[src/wdt_defs.vh]
`ifndef WDT_DEFS_VH
`define WDT_DEFS_VH

// register map (offset 0x0F is not a multiple of four: index times four)
`define WDT_CTRL_INDEX      8'h0F
`define WDT_CTRL_ADDR       12'h03C

// watchdog_control field positions
`define WDT_BIT_RESTART     0
`define WDT_BIT_RST_EN      1
`define WDT_BIT_RST_FLAG    2
`define WDT_BIT_IRQ_FLAG    3
`define WDT_BIT_SEL_LO      4
`define WDT_BIT_SEL_HI      5
`define WDT_BIT_IRQ_EN      6
`define WDT_BIT_POR_FLAG    7

// reset values
`define WDT_CTRL_RST        8'h00
`define WDT_PWR_RST         8'h80

// timing
`define WDT_RST_DELAY       10'h200
`define WDT_CNT_W           24
`define WDT_PRIO_LIMIT      2'h3

// last count of each interval select, counts run from zero
`define WDT_LAST_SEL0       24'h007FFF
`define WDT_LAST_SEL1       24'h03FFFF
`define WDT_LAST_SEL2       24'h1FFFFF
`define WDT_LAST_SEL3       24'hFFFFFF

`endif

[src/wdt_interval_cnt.v]
`timescale 1ns/1ns
`include "wdt_defs.vh"
// ----------------------------------------
// interval counter
// ----------------------------------------
module wdt_interval_cnt (
  // clock and control
  input  wire        ref_clk_i,
  input  wire        ce_i,
  input  wire        clr_i,
  input  wire        run_i,
  input  wire [1:0]  sel_i,
  // result
  output reg         elapsed_o
);
  reg  [23:0] cnt_r;
  wire [23:0] last_w;

  // terminal count per interval select
  assign last_w = (sel_i == 2'h0) ? `WDT_LAST_SEL0 :
                  (sel_i == 2'h1) ? `WDT_LAST_SEL1 :
                  (sel_i == 2'h2) ? `WDT_LAST_SEL2 : `WDT_LAST_SEL3;

  // advance one per clock, pulse at the end of the interval
  always @(posedge ref_clk_i) begin
    if (ce_i) begin
      elapsed_o <= 1'b0;
      if (clr_i) begin
        cnt_r <= 24'h000000;
      end else if (run_i) begin
        if (cnt_r == last_w) begin
          cnt_r     <= 24'h000000;
          elapsed_o <= 1'b1;
        end else begin
          cnt_r <= cnt_r + 24'h000001;
        end
      end
    end
  end
endmodule // wdt_interval_cnt

[src/wdt_reset_delay.v]
`timescale 1ns/1ns
`include "wdt_defs.vh"
// ----------------------------------------
// reset delay countdown
// ----------------------------------------
module wdt_reset_delay (
  // clock and control
  input  wire        ref_clk_i,
  input  wire        ce_i,
  input  wire        clr_i,
  input  wire        start_i,
  input  wire        arm_i,
  // result
  output reg         fire_o
);
  reg  [9:0] cnt_r;
  reg        busy_r;

  // count 512 clocks after the start, cancelled when disarmed
  always @(posedge ref_clk_i) begin
    if (ce_i) begin
      fire_o <= 1'b0;
      if (clr_i || !arm_i) begin
        busy_r <= 1'b0;
        cnt_r  <= 10'h000;
      end else if (start_i && !busy_r) begin
        busy_r <= 1'b1;
        cnt_r  <= `WDT_RST_DELAY - 10'h001;
      end else if (busy_r) begin
        if (cnt_r == 10'h000) begin
          busy_r <= 1'b0;
          fire_o <= 1'b1;
        end else begin
          cnt_r <= cnt_r - 10'h001;
        end
      end
    end
  end
endmodule // wdt_reset_delay

[src/watchdog_timer_control.v]
// What this block does
// - writing restart bit clears interval count
// - restart bit always reads zero
// - elapse with reset enable resets 512 later
// - reset enable low: no reset, still counts
// - both enables low halt counter
// - enabling from halt restarts the interval counter
// - reset enable cleared by power reset or a software write of zero
// - reset flag set only by real reset
// - reset flag cleared by power reset or a software write of zero
// - irq flag set on elapse or software
// - irq when flag, enable, global, priority ok
// - flag set with reset enable schedules reset
// - select gives 2^15/18/21/24 clock intervals
// - changing select restarts the count
// - irq enable gates request and also keeps the counter running
// - power-on flag set only at power-on
// - every reset clears bits 0,3,4,5
//
// Added by the designer: the APB slave port.
`timescale 1ns/1ns
`include "wdt_defs.vh"
module watchdog_timer_control (
  // clock, enable and resets
  input  wire        ref_clk_i,
  input  wire        clk_en_i,
  input  wire        sys_rst_i,
  input  wire        pwr_rst_i,
  // apb slave
  input  wire        psel_i,
  input  wire        penable_i,
  input  wire        pwrite_i,
  input  wire [11:0] paddr_i,
  input  wire [31:0] pwdata_i,
  input  wire [3:0]  pstrb_i,
  output reg  [31:0] prdata_o,
  output reg         pready_o,
  output reg         pslverr_o,
  // interrupt controller side
  input  wire        global_irq_enable_i,
  input  wire [1:0]  priority_in_service_i,
  output reg         irq_o,
  // processor reset
  output reg         cpu_rst_o
);

  // ----------------------------------------
  // control register state
  // ----------------------------------------
  reg        reset_enable_bit_r;
  reg        irq_enable_bit_r;
  reg        watchdog_reset_flag_r;
  reg        interval_irq_flag_r;
  reg        interval_select_low_r;
  reg        interval_select_high_r;
  reg        power_on_flag_r;
  reg        restart_pulse_r;
  reg        por_seen_r;

  wire       wr_w;
  wire       rd_w;
  wire       hit_w;
  wire       elapsed_w;
  wire       fire_w;
  wire       running_w;
  wire       sel_change_w;
  wire       enable_from_halt_w;
  wire       cnt_clr_w;
  wire [7:0] ctrl_w;
  wire [7:0] wd_w;
  wire       any_rst_w;

  // ----------------------------------------
  // bus decode
  // ----------------------------------------
  assign hit_w = (paddr_i == `WDT_CTRL_ADDR);
  assign wr_w  = psel_i && penable_i && pwrite_i && hit_w && pstrb_i[0] && !pready_o;
  assign rd_w  = psel_i && !penable_i && !pwrite_i;
  assign wd_w  = pwdata_i[7:0];
  assign any_rst_w = sys_rst_i || pwr_rst_i || cpu_rst_o;

  // readable view, restart bit reads zero
  assign ctrl_w = {power_on_flag_r, irq_enable_bit_r, interval_select_high_r,
                   interval_select_low_r, interval_irq_flag_r, watchdog_reset_flag_r,
                   reset_enable_bit_r, 1'b0};

  assign running_w = reset_enable_bit_r || irq_enable_bit_r;
  assign sel_change_w = wr_w && ((wd_w[`WDT_BIT_SEL_LO] != interval_select_low_r) ||
                        (wd_w[`WDT_BIT_SEL_HI] != interval_select_high_r));
  assign enable_from_halt_w = wr_w && !running_w &&
                              (wd_w[`WDT_BIT_RST_EN] || wd_w[`WDT_BIT_IRQ_EN]);
  assign cnt_clr_w = restart_pulse_r || sel_change_w || enable_from_halt_w || any_rst_w;

  // ----------------------------------------
  // apb response, one wait state
  // ----------------------------------------
  always @(posedge ref_clk_i) begin
    if (sys_rst_i || pwr_rst_i) begin
      pready_o  <= 1'b0;
      prdata_o  <= 32'h00000000;
      pslverr_o <= 1'b0;
    end else if (clk_en_i) begin
      pready_o  <= psel_i && penable_i && !pready_o;
      pslverr_o <= psel_i && penable_i && !pready_o && !hit_w;
      if (rd_w) begin
        prdata_o <= hit_w ? {24'h000000, ctrl_w} : 32'h00000000;
      end
    end
  end

  // ----------------------------------------
  // power-domain bits: only power reset clears
  // ----------------------------------------
  always @(posedge ref_clk_i) begin
    if (pwr_rst_i) begin
      reset_enable_bit_r    <= 1'b0;
      irq_enable_bit_r      <= 1'b0;
      watchdog_reset_flag_r <= 1'b0;
      por_seen_r            <= 1'b1;
    end else if (clk_en_i) begin
      por_seen_r <= 1'b0;
      if (wr_w) begin
        reset_enable_bit_r <= wd_w[`WDT_BIT_RST_EN];
        irq_enable_bit_r   <= wd_w[`WDT_BIT_IRQ_EN];
      end
      // software may only clear, writing one does nothing
      if (fire_w) begin
        watchdog_reset_flag_r <= 1'b1;
      end else if (wr_w && !wd_w[`WDT_BIT_RST_FLAG]) begin
        watchdog_reset_flag_r <= 1'b0;
      end
    end
  end

  // ----------------------------------------
  // power-on flag: set at power-on, software clears
  // ----------------------------------------
  always @(posedge ref_clk_i) begin
    if (pwr_rst_i) begin
      power_on_flag_r <= 1'b1;
    end else if (clk_en_i) begin
      if (por_seen_r) begin
        power_on_flag_r <= 1'b1;
      end else if (wr_w && !wd_w[`WDT_BIT_POR_FLAG]) begin
        power_on_flag_r <= 1'b0;
      end
    end
  end

  // ----------------------------------------
  // bits cleared by every reset
  // ----------------------------------------
  always @(posedge ref_clk_i) begin
    if (any_rst_w) begin
      restart_pulse_r        <= 1'b0;
      interval_irq_flag_r    <= 1'b0;
      interval_select_low_r  <= 1'b0;
      interval_select_high_r <= 1'b0;
    end else if (clk_en_i) begin
      restart_pulse_r <= wr_w && wd_w[`WDT_BIT_RESTART];
      if (wr_w) begin
        interval_select_low_r  <= wd_w[`WDT_BIT_SEL_LO];
        interval_select_high_r <= wd_w[`WDT_BIT_SEL_HI];
      end
      // hardware set wins over a software clear
      if (elapsed_w) begin
        interval_irq_flag_r <= 1'b1;
      end else if (wr_w) begin
        interval_irq_flag_r <= wd_w[`WDT_BIT_IRQ_FLAG];
      end
    end
  end

  // ----------------------------------------
  // interval counter
  // ----------------------------------------
  wdt_interval_cnt u_interval (
    .ref_clk_i (ref_clk_i),
    .ce_i      (clk_en_i),
    .clr_i     (cnt_clr_w),
    .run_i     (running_w),
    .sel_i     ({interval_select_high_r, interval_select_low_r}),
    .elapsed_o (elapsed_w)
  );

  // ----------------------------------------
  // reset countdown from flag setting
  // ----------------------------------------
  wdt_reset_delay u_delay (
    .ref_clk_i (ref_clk_i),
    .ce_i      (clk_en_i),
    .clr_i     (any_rst_w),
    .start_i   (elapsed_w || (wr_w && wd_w[`WDT_BIT_IRQ_FLAG] && !interval_irq_flag_r)),
    .arm_i     (reset_enable_bit_r),
    .fire_o    (fire_w)
  );

  // ----------------------------------------
  // reset and interrupt outputs
  // ----------------------------------------
  always @(posedge ref_clk_i) begin
    if (sys_rst_i || pwr_rst_i) begin
      cpu_rst_o <= 1'b0;
      irq_o     <= 1'b0;
    end else if (clk_en_i) begin
      cpu_rst_o <= fire_w;
      irq_o     <= interval_irq_flag_r && irq_enable_bit_r && global_irq_enable_i &&
                   (priority_in_service_i == `WDT_PRIO_LIMIT);
    end
  end

endmodule // watchdog_timer_control

[config.mk]
export PLATFORM = sky130hd
export DESIGN_NAME = watchdog_timer_control
export DESIGN_NICKNAME = d
export VERILOG_FILES = /design/src/wdt_interval_cnt.v /design/src/wdt_reset_delay.v /design/src/watchdog_timer_control.v
export VERILOG_INCLUDE_DIRS = /design/src
export SDC_FILE = /design/constraint.sdc
export NUM_CORES = 1
export LEC_CHECK = 0
export ABC_AREA = 1
export BUFFER_PORTS_ARGS = -buffer_cell sky130_fd_sc_hd__buf_4
export CELL_PAD_IN_SITES_DETAIL_PLACEMENT = 1
export CELL_PAD_IN_SITES_GLOBAL_PLACEMENT = 2
export CORE_UTILIZATION = 27
export DETAILED_ROUTE_END_ITERATION = 12
export PLACE_DENSITY_LB_ADDON = 0.1
export SLEW_MARGIN = 20
export SYNTH_ARGS = -nofsm -noshare
export SYNTH_HDL_FRONTEND = slang
export SYNTH_SLANG_ARGS = --single-unit
[constraint.sdc]
create_clock -name ref_clk_i -period 1.7 [get_ports ref_clk_i]
set_clock_uncertainty 0.05 [all_clocks]
set_input_delay 0.17 -clock ref_clk_i [delete_from_list [all_inputs] [get_ports ref_clk_i]]
set_output_delay 0.17 -clock ref_clk_i [all_outputs]
set_load 0.005 [all_outputs]
==> flow_summary_export.csv <==
group,metric,value,unit
run_status,status,"complete, but fails checks",
run_status,violations,"setup timing",
finish,area_delta_synth_final,43.2,%
placement,gp_congestion,0.771,
synthesis,synth_edf_count,37,
cts,clock_sinks,57,
placement,place_area,4370,um2
worst_setup_path,crit_arrival,1770,ps
drt,vias_per_cell,4.24,
drt,vias,3116,
worst_setup_path,setup.worst_path.start_class,"register",
drt,drc,0,
placement,dp.cells,706,
finish,fin_nets,619,
synthesis,yosysMostFrequentCell,"nand2_1",
worst_hold_path,whs_path_depth,3,
power,power_density,729,nW/um2
synthesis,synth_top_area_cell,"edfxtp_1",
grt,grt_pass1_vias,3235,
worst_setup_path,cpPeakStageDelay,390,ps
finish,antenna_cells,0,
die,ios,94,
timing,final.setup.tns,-505,ps
grt,grt_pass1_wl,15200,um
synthesis,yosys_warnings,0,
cts,clkLatencyLatePin,340,ps
worst_setup_path,cp_slowest_cell,"edfxtp_1",
die,fp.dieW,115,um
timing,period_share,102,%
die,die_h,115,um
worst_setup_path,reg2reg_depth,9,
synthesis,synthCells,436,
finish,final_area,4960,um2
drt,drtIter0Drc,82,
grt,track_usage,15.1,%
cts,htreeDepth,3,
die,initial_core_util,27.6,%
synthesis,ys_types,28,
cts,cts_tree,"done",
timing,maxSlewViolCount,0,
worst_setup_path,worstSetupPathType,"reg -> reg",
timing,grt_setup_unrepaired,"true",
timing,finalHoldWorstSlack,21.6,ps
synthesis,ys_top_cells_by_count,"nand2_1, inv_1, nor2_1",
drt,first_pass_iters,4,
worst_setup_path,crit_fanout,12,
job,cap_violations,0,
power,peakVddDrop,0.000330,V
synthesis,synth.avg_cell_area,7.95,um2
grt,grt_remaining_overflow,0,
placement,hpwl,7150,um
timing,finalSetupViolCount,28,
finish,stdcell_count,735,
placement,post-place-ws,-90.4,ps
power,leakagePower,2.14,nW
synthesis,async_flop_share,0,%
drt,wl,9550,um
synthesis,ys_ff_latch,57,
cts,root_buffer,"clkbuf_16",
die,coreArea,12600,um2
worst_setup_path,required,1730,ps
drt,routedWlPerCell,13.0,um
die,rows,41,
synthesis,ys_seq_area_share,43.6,%
timing,min_period,1730,ps
timing,final_hold_viol_count,0,
cts,clk_path_buf_depth,2,
synthesis,synthFlopType,"edfxtp_1",
drt,postRouteAntennaNets,0,
grt,antenna_found_initial,0,
synthesis,synth_area_leaders,"edfxtp_1, dfxtp_1, nand2_1, inv_1, nor2_1",
worst_setup_path,cp_cell_sequence,"ha_4 -> nand3_4 -> nor2_4 -> nand2_4 -> nor2_4 -> nand3_2 -> nand3_4 -> buf_12 -> nor2_1",
grt,grt_max_degree,18,
synthesis,synth.cell_area,3460,um2
worst_hold_path,min_path_type,"in -> reg",
worst_setup_path,end_kind,"register",
synthesis,synth_top_cell_area_share,32.1,%
die,die_area,13300,um2
timing,layout_setup_ws,-33.9,ps
timing,fmax,0.577,GHz
finish,drive_gt1_share,35.0,%
finish,fillers,1527,
cts,cts-buffers-inserted,9,
cts,clkTransAtPathRegs,50,ps
placement,io_buffers,41,
==> area by class of cell <==
cell class	count	area, um2	share of cell area, %
clock buffer	10	229	4.62
clock inverter	6	25.0	0.504
inverter	59	231	4.67
multi-input combinational	314	1770	35.6
sequential	57	1520	30.6
tap	172	215	4.34
timing repair buffer	116	971	19.6
timing repair inverter	1	7.51	0.151
==> cell usage in the layout (no fill, tap or decap), drive strengths merged <==
cell type / Yosys / final
buf: 29 / 112
a21oi: 26 / 26
conb: 1 / 25
ha: 3 / 3
inv: 59 / 57
clkinv: 0 / 6
nor4: 1 / 1
nand4: 7 / 7
xor2: 14 / 14
nand3b: 2 / 2
nand3: 27 / 27
edfxtp: 37 / 37
dlygate4sd3: 0 / 1
clkinvlp: 0 / 3
dfxtp: 20 / 20
xnor2: 9 / 9
nand2: 93 / 93
nor2: 80 / 80
a211oi: 1 / 1
clkbuf: 1 / 13
nor3: 10 / 10
o21ai: 16 / 16
==> per-layer routing <==
| metal | vias to the layer above | share of wire (%) | GRT usage, % |
|---|---|---|---|
| met5 | - | 0 | 0 |
| met4 | 0 | 1.5 | 5.97 |
| met3 | 10 | 3.1 | 4.01 |
| met2 | 43 | 53 | 27.2 |
| met1 | 1468 | 42 | 16.9 |
| li1 | 1595 | - | - |
==> registers in the layout, indices dropped and copies added (netlist names) <==
name                    count
u_interval.cnt_r           24
u_delay.cnt_r              10
prdata_o                    7
cpu_rst_o                   1
interval_irq_flag_r         1
interval_select_high_r      1
interval_select_low_r       1
irq_enable_bit_r            1
irq_o                       1
por_seen_r                  1
power_on_flag_r             1
pready_o                    1
pslverr_o                   1
reset_enable_bit_r          1
restart_pulse_r             1
u_delay.busy_r              1
u_delay.fire_o              1
u_interval.elapsed_o        1
watchdog_reset_flag_r       1
==> per-stage QoR <==
step	util, %	power [W]
2_1_floorplan	-	0.00184
3_3_place_gp	34.8	0.00199
3_5_place_dp	34.8	0.00200
4_1_cts	37.2	0.00362
5_1_grt	39.5	0.00379
6_report	39.5	0.00362
==> report_power, final <==
| part | switching, W | total (W) | leakage, nW | internal, W |
|---|---|---|---|---|
| combinational | 0.000243 | 0.000465 | 1.48 | 0.000221 |
| clock | 0.000625 | 0.00158 | 0.126 | 0.000958 |
| sequential | 0.0000395 | 0.00157 | 0.537 | 0.00153 |
| total | 0.000908 | 0.00362 | 2.14 | 0.00271 |
==> cell families after synthesis <==
family,count (synthesis),synth area share (%)
other,1,0.108
adders and majority gates,3,1.08
xor gates and xnor gates,23,5.81
AOI/OAI and AO/OA,43,6.28
and+or+nand+nor,220,29.7
DFF,57,43.6
buffers and inverters,89,13.4
==> critical path, delay by kind of cell, from the launching register on <==
kind / cells / cell delay (ps)
flip-flops: 1 / 390
buffers and inverters: 1 / 160
AND/OR/NAND/NOR: 7 / 710
adder cells (fa/ha/maj): 1 / 170
==> path summary, 6_finish.rpt <==
| check | start | end | slack, ps |
|---|---|---|---|
| worst max register to register | u_interval.cnt_r[1] | u_interval.cnt_r[2] | -30 |
| worst min-delay path | pwdata_i[7] | power_on_flag_r | 20 |
| worst max-delay path | u_interval.cnt_r[1] | u_interval.cnt_r[2] | -30 |
| worst min register to register | power_on_flag_r | power_on_flag_r | 410 |
==> what timing repair did <==
action / 4_1_cts / 5_1_grt
gates cloned: 1 / 3
setup endpoints to repair: 59 / 62
pin swaps: 0 / 9
gates resized for setup: 9 / 42
endpoints found under the hold margin: 1 / 0
hold buffers: 1 / 0
buffers inserted: 1 / 7
Power figures use the tool's default switching activity.
